### src/logic/qpc_pkg.sv
// Constants, field layouts and carrier types for the quadrature position controller
package qpc_pkg;
    localparam int ADDR_W = 8;
    localparam int DATA_W = 32;
    localparam int POS_W = 32;
    localparam int CTRL_W = 16;
    localparam int DIV_CNT_W = 7;

    localparam logic [ADDR_W-1:0] OFF_CTRL = 8'h00;
    localparam logic [ADDR_W-1:0] OFF_POS = 8'h04;
    localparam logic [ADDR_W-1:0] OFF_INIT = 8'h08;
    localparam logic [ADDR_W-1:0] OFF_GEC = 8'h0c;
    localparam logic [ADDR_W-1:0] OFF_INCFG = 8'h10;
    localparam logic [ADDR_W-1:0] OFF_STAT = 8'h14;

    // Control register field positions
    localparam int CTRL_RUN_BIT = 15;
    localparam int CTRL_HALT_IDLE_BIT = 13;
    localparam int CTRL_INIT_MODE_LSB = 10;
    localparam int CTRL_IMV_LSB = 8;
    localparam int CTRL_DIV_LSB = 4;
    localparam int CTRL_POL_BIT = 3;
    localparam int CTRL_GATE_BIT = 2;
    localparam int CTRL_CCM_LSB = 0;
    localparam logic [CTRL_W-1:0] CTRL_WRITE_MASK = 16'hbf7f;
    localparam logic [CTRL_W-1:0] CTRL_RESET = 16'h0000;

    // Input conditioning register bits
    localparam int INCFG_W = 4;
    localparam logic [INCFG_W-1:0] INCFG_RESET = 4'h0;
    localparam int INCFG_SWAP_BIT = 0;
    localparam int INCFG_INV_A_BIT = 1;
    localparam int INCFG_INV_B_BIT = 2;
    localparam int INCFG_INV_IDX_BIT = 3;

    localparam logic [POS_W-1:0] POS_RESET = 32'h0000_0000;
    localparam logic [POS_W-1:0] POS_ONE = 32'h0000_0001;

    localparam logic [2:0] INIT_NONE = 3'h0;
    localparam logic [2:0] INIT_IDX_RESET = 3'h1;
    localparam logic [2:0] INIT_NEXT_IDX = 3'h2;
    localparam logic [2:0] INIT_HOME_IDX1 = 3'h3;
    localparam logic [2:0] INIT_HOME_IDX2 = 3'h4;
    localparam logic [2:0] INIT_GE_RESET = 3'h5;
    localparam logic [2:0] INIT_MODULO = 3'h6;

    localparam logic [1:0] CCM_QUAD = 2'h0;
    localparam logic [1:0] CCM_EXT_CLK = 2'h1;

    typedef struct packed {
        logic runEnable;
        logic rsvd14;
        logic haltInIdle;
        logic [2:0] positionInitMode;
        logic [1:0] indexMatchState;
        logic rsvd7;
        logic [2:0] inputClockDivider;
        logic countDirectionPolarity;
        logic externalGateEnable;
        logic [1:0] counterModeSelect;
    } qpc_ctrl_s;

    typedef struct packed {
        logic psel;
        logic penable;
        logic pwrite;
        logic [ADDR_W-1:0] paddr;
        logic [DATA_W-1:0] pwdata;
    } qpc_apb_req_s;

    typedef struct packed {
        logic phaseA;
        logic phaseB;
        logic index;
        logic home;
    } qpc_enc_s;

    typedef enum logic [3:0] {
        ARM_OFF = 4'b0001,
        ARM_SEEK_HOME = 4'b0010,
        ARM_SKIP_IDX = 4'b0100,
        ARM_LOAD_IDX = 4'b1000
    } qpc_arm_e;
endpackage

### src/logic/qpc_position_ctrl.sv
// Quadrature position counter with APB control registers
// What this block does
// - The counters advance only while the run-enable bit 15 is set; registers stay accessible.
// - With halt-in-idle bit 13 set the block stops while the device is idle.
// - Init mode 000 ignores index events outside counter mode 00, mode 001 resets the position on every index event.
// - Init mode 010 loads the init value register on the next index event.
// - Init mode 011 loads the init value on the first index event after a home event.
// - Init mode 100 loads the init value on the second index event after a home event.
// - Init mode 101 resets the position whenever it equals the compare register.
// - Init mode 110 makes the position count modulo; code 111 is reserved for software.
// - Index match bits 9-8 give the phase B and phase A states an index must meet in counter mode 00.
// - Counter modes 10 and 11 run all counters as timers and ignore the init mode.
// - In counter mode 00 a matched index resets the position whatever the init mode.
// - The index match uses phase A and B after swap and inversion.
// - Control bits 14 and 7 read zero and every control bit resets to zero.
`timescale 1ns/100ps
`default_nettype none
module qpc_position_ctrl (
    input wire logic clk,
    input wire logic rst_b,
    input wire qpc_pkg::qpc_apb_req_s apbReq,
    output logic [qpc_pkg::DATA_W-1:0] prdata,
    output logic pready,
    output logic pslverr,
    input wire qpc_pkg::qpc_enc_s encIn,
    input wire logic deviceIdle,
    output logic countUp,
    output logic counterActive
);
    import qpc_pkg::*;

    qpc_ctrl_s ctrl;
    logic [INCFG_W-1:0] inCfg;
    logic [POS_W-1:0] position;
    logic [POS_W-1:0] initValue;
    logic [POS_W-1:0] geCompare;
    qpc_arm_e armState;
    logic [DIV_CNT_W-1:0] divCnt;
    logic sampA;
    logic sampB;
    logic sampIdx;
    logic prevA;
    logic prevB;
    logic prevIdx;
    logic prevHome;
    logic sampHome;

    // Bus decode
    logic setupPhase;
    logic accessDone;
    logic wrEn;
    logic addrHit;
    logic wrCtrl;
    logic wrPos;
    logic wrInit;
    logic wrGec;
    logic wrInCfg;
    logic [DATA_W-1:0] next_prdata;

    assign setupPhase = apbReq.psel & ~apbReq.penable;
    assign accessDone = apbReq.psel & apbReq.penable & pready;
    assign wrEn = accessDone & apbReq.pwrite & addrHit;
    assign wrCtrl = wrEn & (apbReq.paddr == OFF_CTRL);
    assign wrPos = wrEn & (apbReq.paddr == OFF_POS);
    assign wrInit = wrEn & (apbReq.paddr == OFF_INIT);
    assign wrGec = wrEn & (apbReq.paddr == OFF_GEC);
    assign wrInCfg = wrEn & (apbReq.paddr == OFF_INCFG);

    always_comb
    begin
        addrHit = 1'b1;
        next_prdata = '0;
        case (apbReq.paddr)
            OFF_CTRL: next_prdata = {16'h0000, ctrl};
            OFF_POS: next_prdata = position;
            OFF_INIT: next_prdata = initValue;
            OFF_GEC: next_prdata = geCompare;
            OFF_INCFG: next_prdata = {28'h0000000, inCfg};
            OFF_STAT: next_prdata = {28'h0000000, armState};
            default: addrHit = 1'b0;
        endcase
    end

    // No wait state: pready rises in the cycle after setup and the access ends there
    always_ff @(posedge clk or negedge rst_b)
    begin
        if (!rst_b)
        begin
            pready <= 1'b0;
            pslverr <= 1'b0;
            prdata <= '0;
        end
        else
        begin
            pready <= setupPhase;
            pslverr <= setupPhase & ~addrHit;
            if (setupPhase)
            begin
                prdata <= apbReq.pwrite ? '0 : next_prdata;
            end
        end
    end

    // Control register; reserved bits masked so they always read zero
    always_ff @(posedge clk or negedge rst_b)
    begin
        if (!rst_b)
        begin
            ctrl <= CTRL_RESET;
        end
        else if (wrCtrl)
        begin
            ctrl <= apbReq.pwdata[CTRL_W-1:0] & CTRL_WRITE_MASK;
        end
    end

    always_ff @(posedge clk or negedge rst_b)
    begin
        if (!rst_b)
        begin
            inCfg <= INCFG_RESET;
            initValue <= POS_RESET;
            geCompare <= POS_RESET;
        end
        else
        begin
            if (wrInCfg)
            begin
                inCfg <= apbReq.pwdata[INCFG_W-1:0];
            end
            if (wrInit)
            begin
                initValue <= apbReq.pwdata;
            end
            if (wrGec)
            begin
                geCompare <= apbReq.pwdata;
            end
        end
    end

    // Run qualification
    logic running;
    logic timerMode;
    assign running = ctrl.runEnable & ~(ctrl.haltInIdle & deviceIdle);
    assign timerMode = ctrl.counterModeSelect[1];

    // Input divider: inputs are sampled only on divider ticks, which filters glitches
    logic divTick;
    logic [DIV_CNT_W-1:0] divLast;
    assign divLast = DIV_CNT_W'((8'h01 << ctrl.inputClockDivider) - 8'h01);
    assign divTick = running & (divCnt >= divLast);

    always_ff @(posedge clk or negedge rst_b)
    begin
        if (!rst_b)
        begin
            divCnt <= '0;
        end
        else if (!running || divTick)
        begin
            divCnt <= '0;
        end
        else
        begin
            divCnt <= divCnt + 1'b1;
        end
    end

    // Swap and inversion are applied before any decoding or index matching
    logic condA;
    logic condB;
    logic condIdx;
    assign condA = (inCfg[INCFG_SWAP_BIT] ? encIn.phaseB : encIn.phaseA) ^ inCfg[INCFG_INV_A_BIT];
    assign condB = (inCfg[INCFG_SWAP_BIT] ? encIn.phaseA : encIn.phaseB) ^ inCfg[INCFG_INV_B_BIT];
    assign condIdx = encIn.index ^ inCfg[INCFG_INV_IDX_BIT];

    // Samplers stall with the counter, so a change made during the stall is seen as an edge after re-enable
    always_ff @(posedge clk or negedge rst_b)
    begin
        if (!rst_b)
        begin
            sampA <= 1'b0;
            sampB <= 1'b0;
            sampIdx <= 1'b0;
            sampHome <= 1'b0;
            prevA <= 1'b0;
            prevB <= 1'b0;
            prevIdx <= 1'b0;
            prevHome <= 1'b0;
        end
        else if (divTick)
        begin
            prevA <= sampA;
            prevB <= sampB;
            prevIdx <= sampIdx;
            prevHome <= sampHome;
            sampA <= condA;
            sampB <= condB;
            sampIdx <= condIdx;
            sampHome <= encIn.home;
        end
    end

    // Edge and step detection on conditioned samples
    logic idxRise;
    logic homeRise;
    logic idxMatch;
    logic idxEvent;
    logic stepValid;
    logic stepUp;
    assign idxRise = divTick & sampIdx & ~prevIdx;
    assign homeRise = divTick & sampHome & ~prevHome;
    assign idxMatch = (sampB == ctrl.indexMatchState[1]) & (sampA == ctrl.indexMatchState[0]);
    assign idxEvent = idxRise & ~timerMode &
        ((ctrl.counterModeSelect == CCM_QUAD) ? idxMatch : 1'b1);

    always_comb
    begin
        stepValid = 1'b0;
        stepUp = 1'b1;
        case (ctrl.counterModeSelect)
            CCM_QUAD:
            begin
                stepValid = divTick & ((sampA ^ prevA) ^ (sampB ^ prevB));
                stepUp = (prevA ^ sampB) ^ ctrl.countDirectionPolarity;
            end
            CCM_EXT_CLK:
            begin
                stepValid = divTick & sampA & ~prevA;
                stepUp = ~sampB ^ ctrl.countDirectionPolarity;
            end
            default:
            begin
                // Timer: gate input holds the count while low when gating is on
                stepValid = divTick & (~ctrl.externalGateEnable | sampIdx);
                stepUp = ~ctrl.countDirectionPolarity;
            end
        endcase
    end

    // Home and index arming for the one-shot initialisation modes
    always_ff @(posedge clk or negedge rst_b)
    begin
        if (!rst_b)
        begin
            armState <= ARM_OFF;
        end
        else if (wrCtrl)
        begin
            case (apbReq.pwdata[CTRL_INIT_MODE_LSB +: 3])
                INIT_NEXT_IDX: armState <= ARM_LOAD_IDX;
                INIT_HOME_IDX1: armState <= ARM_SEEK_HOME;
                INIT_HOME_IDX2: armState <= ARM_SEEK_HOME;
                default: armState <= ARM_OFF;
            endcase
        end
        else if (running && !timerMode)
        begin
            case (armState)
                ARM_OFF:
                begin
                    // A later home re-arms the home-qualified modes
                    if (homeRise && (ctrl.positionInitMode == INIT_HOME_IDX1 ||
                        ctrl.positionInitMode == INIT_HOME_IDX2))
                    begin
                        armState <= ARM_SEEK_HOME;
                    end
                end
                ARM_SEEK_HOME:
                begin
                    if (homeRise)
                    begin
                        armState <= (ctrl.positionInitMode == INIT_HOME_IDX2) ?
                            ARM_SKIP_IDX : ARM_LOAD_IDX;
                    end
                end
                ARM_SKIP_IDX:
                begin
                    if (idxEvent)
                    begin
                        armState <= ARM_LOAD_IDX;
                    end
                end
                ARM_LOAD_IDX:
                begin
                    if (idxEvent)
                    begin
                        armState <= ARM_OFF;
                    end
                end
                default: armState <= ARM_OFF;
            endcase
        end
    end

    // Position counter
    logic [POS_W-1:0] stepped;
    assign stepped = stepUp ? position + POS_ONE : position - POS_ONE;

    always_ff @(posedge clk or negedge rst_b)
    begin
        if (!rst_b)
        begin
            position <= POS_RESET;
        end
        else if (wrPos)
        begin
            position <= apbReq.pwdata;
        end
        else if (!running)
        begin
            position <= position;
        end
        else if (timerMode)
        begin
            if (stepValid)
            begin
                position <= stepped;
            end
        end
        else if (idxEvent && (ctrl.counterModeSelect == CCM_QUAD ||
            ctrl.positionInitMode == INIT_IDX_RESET))
        begin
            position <= POS_RESET;
        end
        else if (idxEvent && armState == ARM_LOAD_IDX)
        begin
            position <= initValue;
        end
        else if (ctrl.positionInitMode == INIT_GE_RESET && position == geCompare)
        begin
            position <= POS_RESET;
        end
        else if (stepValid)
        begin
            if (ctrl.positionInitMode == INIT_MODULO && stepUp && position == geCompare)
            begin
                position <= initValue;
            end
            else if (ctrl.positionInitMode == INIT_MODULO && !stepUp && position == initValue)
            begin
                position <= geCompare;
            end
            else
            begin
                position <= stepped;
            end
        end
    end

    // Status outputs
    always_ff @(posedge clk or negedge rst_b)
    begin
        if (!rst_b)
        begin
            countUp <= 1'b1;
            counterActive <= 1'b0;
        end
        else
        begin
            counterActive <= running;
            if (stepValid)
            begin
                countUp <= stepUp;
            end
        end
    end
endmodule
`default_nettype wire

### config.mk
export PLATFORM = sky130hd
export DESIGN_NAME = qpc_position_ctrl
export DESIGN_NICKNAME = d
export VERILOG_FILES = /design/src/logic/qpc_pkg.sv /design/src/logic/qpc_position_ctrl.sv
export SDC_FILE = /design/constraint.sdc
export NUM_CORES = 1
export LEC_CHECK = 0
export BUFFER_PORTS_ARGS = -buffer_cell sky130_fd_sc_hd__buf_4
export CAP_MARGIN = 30
export CORE_MARGIN = 1
export CORE_UTILIZATION = 45
export DETAILED_ROUTE_END_ITERATION = 16
export MAX_ROUTING_LAYER = met4
export PLACE_DENSITY = 0.63
export SLEW_MARGIN = 25
export SYNTH_ARGS = -nofsm -noshare
export SYNTH_HDL_FRONTEND = slang
export SYNTH_SLANG_ARGS = --single-unit
### constraint.sdc
create_clock -name clk -period 6.7 [get_ports clk]
set_input_delay 1.34 -clock clk [delete_from_list [all_inputs] [get_ports clk]]
set_output_delay 1.34 -clock clk [all_outputs]
set_load 0.02 [all_outputs]
* Word-level counts from Yosys, hierarchy flattened *
Cells that the tools add are included.

word-level totals
  register bits after elaboration = 169
  input bits = 50
  output and inout port bits = 36
  logic and storage cells = 158

operators by class
  $add $sub $neg = 4
  magnitude comparators = 1
  equality and inequality tests = 27
  shift operators = 1
  muxes and demuxes = 29
  bitwise gates (word level) = 45
  reduce and logical (&&, ||, !) cells = 24

operator list
  operator                                                                count
  32-bit two-way mux                                                      12
  32-bit case mux with 6 select lines                                     1
  32-bit equality test                                                    2
  32-bit by 1-bit adder with 32-bit output (second input constant)        1
  32-bit by 1-bit subtractor with 32-bit output (second input constant)   1
  4-bit two-way mux                                                       7
  1-bit AND                                                               25
  8-bit by 4-bit equality test with 1-bit output (second input constant)  2
  8-bit by 5-bit equality test with 1-bit output (second input constant)  2
  4-bit case mux with 4 select lines                                      1
  3-bit equality test (second input constant)                             4
  3-bit != test (second input constant)                                   4
  1-bit inverter                                                          10
  3-bit by 2-bit equality test with 1-bit output (second input constant)  3
  1-bit logical AND                                                       9
  1-bit XOR                                                               9
  8-bit by 3-bit equality test with 1-bit output (second input constant)  1
  8-bit logical NOT                                                       1
  4-bit case mux with 2 select lines                                      1
  7-bit by 1-bit adder with 7-bit output (second input constant)          1
  7-bit >= comparator                                                     1
  7-bit two-way mux                                                       1
  1-bit by 3-bit left shift with 7-bit output (first input constant)      1
  7-bit by 1-bit subtractor with 7-bit output (second input constant)     1
  20 further kinds                                                        30

* Longest topological paths before layout *
  word-level depth = 15
  mapped depth = 16
  depth with buffers taken out = 14

* Worst setup path before layout *
Ideal clock, no wire load.

  kind = register to register
  start = register ctrl[0] in the netlist's numbering
  end = register position[31]
  setup time = 126 ps
  arrival = 3889 ps
  path slack = 2685 ps
  stages on the path, launching flop included = 17
  clock period less this slack = 4015 ps
  path through = dfrtp_1 > buf_6 > or3_1 > a211oi_1 > nor2_2 > inv_2 > ha_1 > clkbuf_1 > a21o_1 > a31o_2 > a221o_1 > o21ai_0 > a31oi_1 > a21oi_1 > xnor3_1 > a21oi_1 > a21oi_1

on the way
  cells in the longest elaborated chain, start to end = 14
  elaborated cells between the ends (all ways) = 28

RTL lines
  element                                                                                     RTL line                                                                      text
  start, declared                                                                             qpc_position_ctrl.sv:32                                                       qpc_ctrl_s ctrl;
  start signal, assigned                                                                      qpc_position_ctrl.sv:113                                                      ctrl <= apbReq.pwdata[CTRL_W-1:0] & CTRL_WRITE_MASK;
  2-bit by 1-bit equality test with 1-bit output / 2-bit logical NOT (equally long branches)  qpc_position_ctrl.sv:222, qpc_position_ctrl.sv:216, qpc_position_ctrl.sv:322
  1-bit case mux with 2 select lines                                                          qpc_position_ctrl.sv:222                                                      case (ctrl.counterModeSelect)
  1-bit logical NOT                                                                           qpc_position_ctrl.sv:341                                                      else if (ctrl.positionInitMode == INIT_MODULO && !stepUp && position == initValue)
  1-bit logical AND (2 in a row)                                                              qpc_position_ctrl.sv:341
  32-bit two-way mux                                                                          qpc_position_ctrl.sv:341
  32-bit two-way mux                                                                          qpc_position_ctrl.sv:337                                                      if (ctrl.positionInitMode == INIT_MODULO && stepUp && position == geCompare)
  32-bit two-way mux                                                                          qpc_position_ctrl.sv:335                                                      else if (stepValid)
  32-bit two-way mux                                                                          qpc_position_ctrl.sv:331                                                      else if (ctrl.positionInitMode == INIT_GE_RESET && position == geCompare)
  32-bit two-way mux                                                                          qpc_position_ctrl.sv:327                                                      else if (idxEvent && armState == ARM_LOAD_IDX)
  32-bit two-way mux                                                                          qpc_position_ctrl.sv:322                                                      else if (idxEvent && (ctrl.counterModeSelect == CCM_QUAD ||
  32-bit two-way mux                                                                          qpc_position_ctrl.sv:315                                                      else if (timerMode)
  32-bit two-way mux                                                                          qpc_position_ctrl.sv:311                                                      else if (!running)
  32-bit two-way mux                                                                          qpc_position_ctrl.sv:307                                                      else if (wrPos)
  end signal, assigned                                                                        qpc_position_ctrl.sv:309                                                      position <= apbReq.pwdata;
  end signal, assigned                                                                        qpc_position_ctrl.sv:313                                                      position <= position;
  end signal, assigned                                                                        qpc_position_ctrl.sv:319                                                      position <= stepped;
  end, declared                                                                               qpc_position_ctrl.sv:34                                                       logic [POS_W-1:0] position;

Parallel ways exist; a longest one is shown, timed or not. The select of a mux whose other input is x is not followed.
A chain may end at the register's enable or synchronous reset.

* Worst setup path after layout *
  start = register ctrl[1] in the netlist's numbering
  end = register position[31]

The elaborated chain is that of the path after synthesis.

==> summary by stage <==
Run status
The flow ran to the end, and the final reports show no timing, DRC or antenna violations.

Power
The clock network accounts for 40.1% of the total power. Internal power comes to 1.76 mW. The sequential cell fraction of total power is 41.1%. The total power density per cell area is 196 nW/um2. In this run the static leakage power is 6.68 nW. The net switching power figure is 0.790 mW. Total power for the finished layout comes to 2.55 mW. The power share of the combinational group is 18.9%. The switching share of total power is 31.0%.

The largest voltage drop on the vdd net is 0.158 mV.

Synthesis
The synthesized netlist occupies a cell area of 11500 um2. The number of enable-type register cells in the synthesized netlist is 0. After synthesis, the mean cell area works out to 9.29 um2.

The post-synth net total is 1325. The number of warnings reported in the yosys synthesis log is 0. The proportion of synthesized chip area in sequential cells is 36.9%. For this run, the leading register cell type out of synthesis is sky130_fd_sc_hd__dfrtp_1.

The flip-flop and latch count after synthesis is 169. The share of flip-flops with an asynchronous set or reset after synthesis is 100%. The number of distinct library cell variants in the gate-level netlist after synthesis is 69.

The number of instances in the synthesized netlist is 1236.

Worst setup path
The path type of the worst setup path is flop to flop. The endpoint type of the worst setup path is a flop. The required time reported for the critical path endpoint is 7.01 ns.

STA puts the critical path data arrival time at 5.24 ns. The origin of the critical flop-to-flop path is ctrl[1]. Measured in cells, the most critical reg-to-reg path has a length of 15. The startpoint type of the worst setup path is a flop.

The reg-to-reg critical path endpoint is position[31]. The register-to-register path setup slack is 1.77 ns. The highest fanout seen on the critical path is 38.

CTS
The maximum clock path buffer count is 2. The TritonCTS clock tree is built. After clock tree synthesis, the flow added hold-fix buffers numbering 0.

The clock latency at the later pin of the worst-skew pair is 0.44 ns. After clock tree synthesis, the clock-pin slew on the worst setup and hold paths is 0.07 ns. The H-tree was split into 4 levels. The total number of clock tree sinks is 169.

The tree is rooted in a sky130_fd_sc_hd__clkbuf_16. The number of buffers added for setup after CTS is 0. The number of gates resized after CTS was 0. The TritonCTS buffer count is 17.

Worst hold path
The worst min-delay path startpoint is prdata[17]. The worst hold path terminates at prdata[17]. The worst hold path was traced through 2 stages. The min-delay analysis places its worst path in the category flop to flop.

Global route
The number of antenna violations at the first check in global routing is 0. The first global-routing pass estimated 58000 um of wire. Global routing used 30.4% of the available tracks across all layers. The number of global-route vias before repair was 9402. The pin count of the biggest net entering global routing is 81. Summed over all layers, the global routing overflow is 0.

Placed design
The number of I/O port buffers is 85. The final weighted congestion in routability-driven placement is 0.976. The HPWL after detailed placement is 27300 um.

STA
The maximum clock frequency is 203 MHz. Setup violations remaining at the end of the flow were counted as 0. Setup repair after global routing left no endpoint under its margin. The headroom to the max-slew limit is 34.1%. The minimum period implied by the final worst setup slack is 4.93 ns.

The final count of pins violating max slew is 0. The aggregate negative setup slack is 0 ns. At the pin with the least slew margin, the transition time is 0.984 ns. Across the routed clock network, the largest skew measured is 0.0166 ns. The hold violation total from the final report was 0. The part of the cycle the worst path needs is 73.6%.

Finish
The repair_antennas step left the layout with diodes totalling 0. Of the cells placed in the final design, the portion with a size suffix greater than 1 is 18.7%. From synthesis to final layout, the design area changed by 13.0%. The net count of the finished layout is 1376.

Die
In this run the vertical extent of the chip is 162 um. The horizontal die dimension is 162 um. The die covers 26200 um2. Pin placement for this block handled 86 I/O pins. Once the floorplan was initialized, standard cells occupied 45.7% of the core.

The number of core rows is 58. After floorplanning, the core was sized to cover 25100 um2.

Drt
The post-route antenna net violation count is 0. The post-detailed-route via-to-cell ratio is 6.22. The first-iteration detailed-routing DRC count is 1158.

The DRC violations left is 0. The detail-routed net length per standard cell is 23.3 um. The final layout contains routed wiring with a total length of 37900 um. The overall via count from detail_route is 10100. The pre-antenna-repair detailed-routing pass consisted of 5 iterations.

Job
Across the run, the number of max-cap violations was 0.
-- kinds of logic (layout without fill, tap and decap cells) --
kind of cell | Yosys count | in the layout | share of synthesized area [%]
AOI/OAI and AO/OA | 322 | 322 | 17.9
buffers and inverters | 99 | 163 | 3.62
xor gates and xnor gates | 102 | 102 | 8.02
DFF | 169 | 169 | 36.9
and+or+nand+nor | 367 | 367 | 15.3
muxes | 138 | 138 | 14.0
adders and majority gates | 39 | 39 | 4.32
-- flip-flops by register name (all words and copies together), names as in the netlist, 4 cells and up --
| register | cells |
|---|---|
| geCompare | 32 |
| initValue | 32 |
| position | 32 |
| prdata | 32 |
| ctrl | 14 |
| divCnt | 7 |
| armState | 4 |
| inCfg | 4 |
-- power groups by stage --
stage | Sequential, mW | Clock, mW | Combinational (mW)
2_1_floorplan | 1.06 | 0 | 0.323
3_3_place_gp | 1.07 | 0 | 0.469
3_5_place_dp | 1.07 | 0 | 0.470
4_1_cts | 1.05 | 1.03 | 0.473
5_1_grt | 1.05 | 1.07 | 0.525
6_report | 1.05 | 1.02 | 0.481
-- per-stage QoR --
stage	std cells	worst slack (ns)	hold slack (ns)	instance area, um2	util [%]
final	1630	1.77	0.481	13000	51.7
after global routing	1630	1.60	0.505	13000	51.7
after floorplan	1236	2.69	0.446	11500	-
after CTS	1629	1.85	0.489	13000	51.7
after global placement	1597	2.03	0.467	12400	49.3
after detailed placement	1597	1.89	0.473	12400	49.3
-- critical path, stage by stage (launching register included) --
cell,delay (ns)
sky130_fd_sc_hd__dfrtp_1,0.36
sky130_fd_sc_hd__buf_4,0.27
sky130_fd_sc_hd__or4_1,0.55
sky130_fd_sc_hd__o211a_2,0.16
sky130_fd_sc_hd__nor2_2,0.17
sky130_fd_sc_hd__inv_2,0.32
sky130_fd_sc_hd__ha_1,0.51
sky130_fd_sc_hd__a21o_1,0.24
sky130_fd_sc_hd__a31o_2,0.28
sky130_fd_sc_hd__a221o_1,0.34
sky130_fd_sc_hd__o21ai_0,0.45
sky130_fd_sc_hd__a31oi_1,0.23
sky130_fd_sc_hd__a21oi_1,0.36
sky130_fd_sc_hd__xnor3_1,0.30
sky130_fd_sc_hd__o21ai_0,0.17
sky130_fd_sc_hd__a21oi_1,0.09
-- final cells by class --
cell class / count / area [um2]
multi-input combinational: 968 / 6870
inverter: 29 / 109
tap: 330 / 413
clock buffer: 18 / 429
sequential: 169 / 4230
clock inverter: 14 / 160
timing repair buffer: 102 / 767
fill: 2354 / 12100
-- layer usage --
layer / vias up / global-route usage (%) / share of wire, %
met1: 4968 / 43.2 / 45
met2: 473 / 43.9 / 44
li1: 4652 / - / -
met5: - / - / 0
met4: 0 / 9.61 / 2.6
met3: 52 / 5.23 / 8.9
-- cell usage after synthesis, types with 25 or more instances --
cell | instances | share of area [%]
sky130_fd_sc_hd__o21ai_0 | 85 | 3.7
sky130_fd_sc_hd__ha_1 | 38 | 4.1
sky130_fd_sc_hd__dfrtp_1 | 167 | 36
sky130_fd_sc_hd__nor3_1 | 35 | 1.5
sky130_fd_sc_hd__nand2_1 | 90 | 2.9
sky130_fd_sc_hd__clkbuf_1 | 57 | 1.9
sky130_fd_sc_hd__or3_1 | 28 | 1.5
sky130_fd_sc_hd__xor2_1 | 77 | 5.9
sky130_fd_sc_hd__nor4_1 | 29 | 1.6
sky130_fd_sc_hd__a211oi_1 | 25 | 1.6
sky130_fd_sc_hd__a21oi_1 | 90 | 3.9
sky130_fd_sc_hd__mux2i_1 | 45 | 3.9
sky130_fd_sc_hd__inv_1 | 28 | 0.92
sky130_fd_sc_hd__nor2_1 | 107 | 3.5
sky130_fd_sc_hd__mux2_2 | 83 | 8.1
-- worst max-delay path by stage --
stage               depth (start not counted)  slack (ns)           end     from
detailed placement                         15        1.89  position[31]  ctrl[1]
CTS                                        15        1.85  position[31]  ctrl[1]
global route                               15        1.60  position[31]  ctrl[1]
floorplan                                  16        2.69  position[31]  ctrl[0]
global placement                           15        2.03  position[31]  ctrl[1]
finish                                     15        1.77  position[31]  ctrl[1]
-- layout by cell type, fill, tap and decap left out, types with 4 or more instances in the layout --
cell and n:
sky130_fd_sc_hd__nor2_1 107, sky130_fd_sc_hd__o2111ai_1 4, sky130_fd_sc_hd__o21ai_1 4, sky130_fd_sc_hd__mux4_2 10, sky130_fd_sc_hd__buf_4 100, sky130_fd_sc_hd__ha_1 38
sky130_fd_sc_hd__nand3_1 19, sky130_fd_sc_hd__a211o_1 7, sky130_fd_sc_hd__a211oi_1 25, sky130_fd_sc_hd__a21o_1 15, sky130_fd_sc_hd__nand2_1 90, sky130_fd_sc_hd__o211ai_1 8
sky130_fd_sc_hd__xnor2_1 23, sky130_fd_sc_hd__nand2b_1 11, sky130_fd_sc_hd__inv_8 5, sky130_fd_sc_hd__xor2_1 77, sky130_fd_sc_hd__a22o_1 14, sky130_fd_sc_hd__nand4_1 12
sky130_fd_sc_hd__a31oi_1 14, sky130_fd_sc_hd__o31ai_1 7, sky130_fd_sc_hd__o221ai_1 7, sky130_fd_sc_hd__or3_1 28, sky130_fd_sc_hd__dfrtp_1 167, sky130_fd_sc_hd__a21oi_1 90
sky130_fd_sc_hd__o21ai_0 85, sky130_fd_sc_hd__inv_1 28, sky130_fd_sc_hd__clkbuf_16 17, sky130_fd_sc_hd__mux2_2 83, sky130_fd_sc_hd__nor3_1 35, sky130_fd_sc_hd__and3_1 10
sky130_fd_sc_hd__a221o_1 4, sky130_fd_sc_hd__mux2i_1 45, sky130_fd_sc_hd__nor4_1 27, sky130_fd_sc_hd__or4_1 5, sky130_fd_sc_hd__nor2b_1 8, sky130_fd_sc_hd__a221oi_1 5
Power figures use the tool's default switching activity.
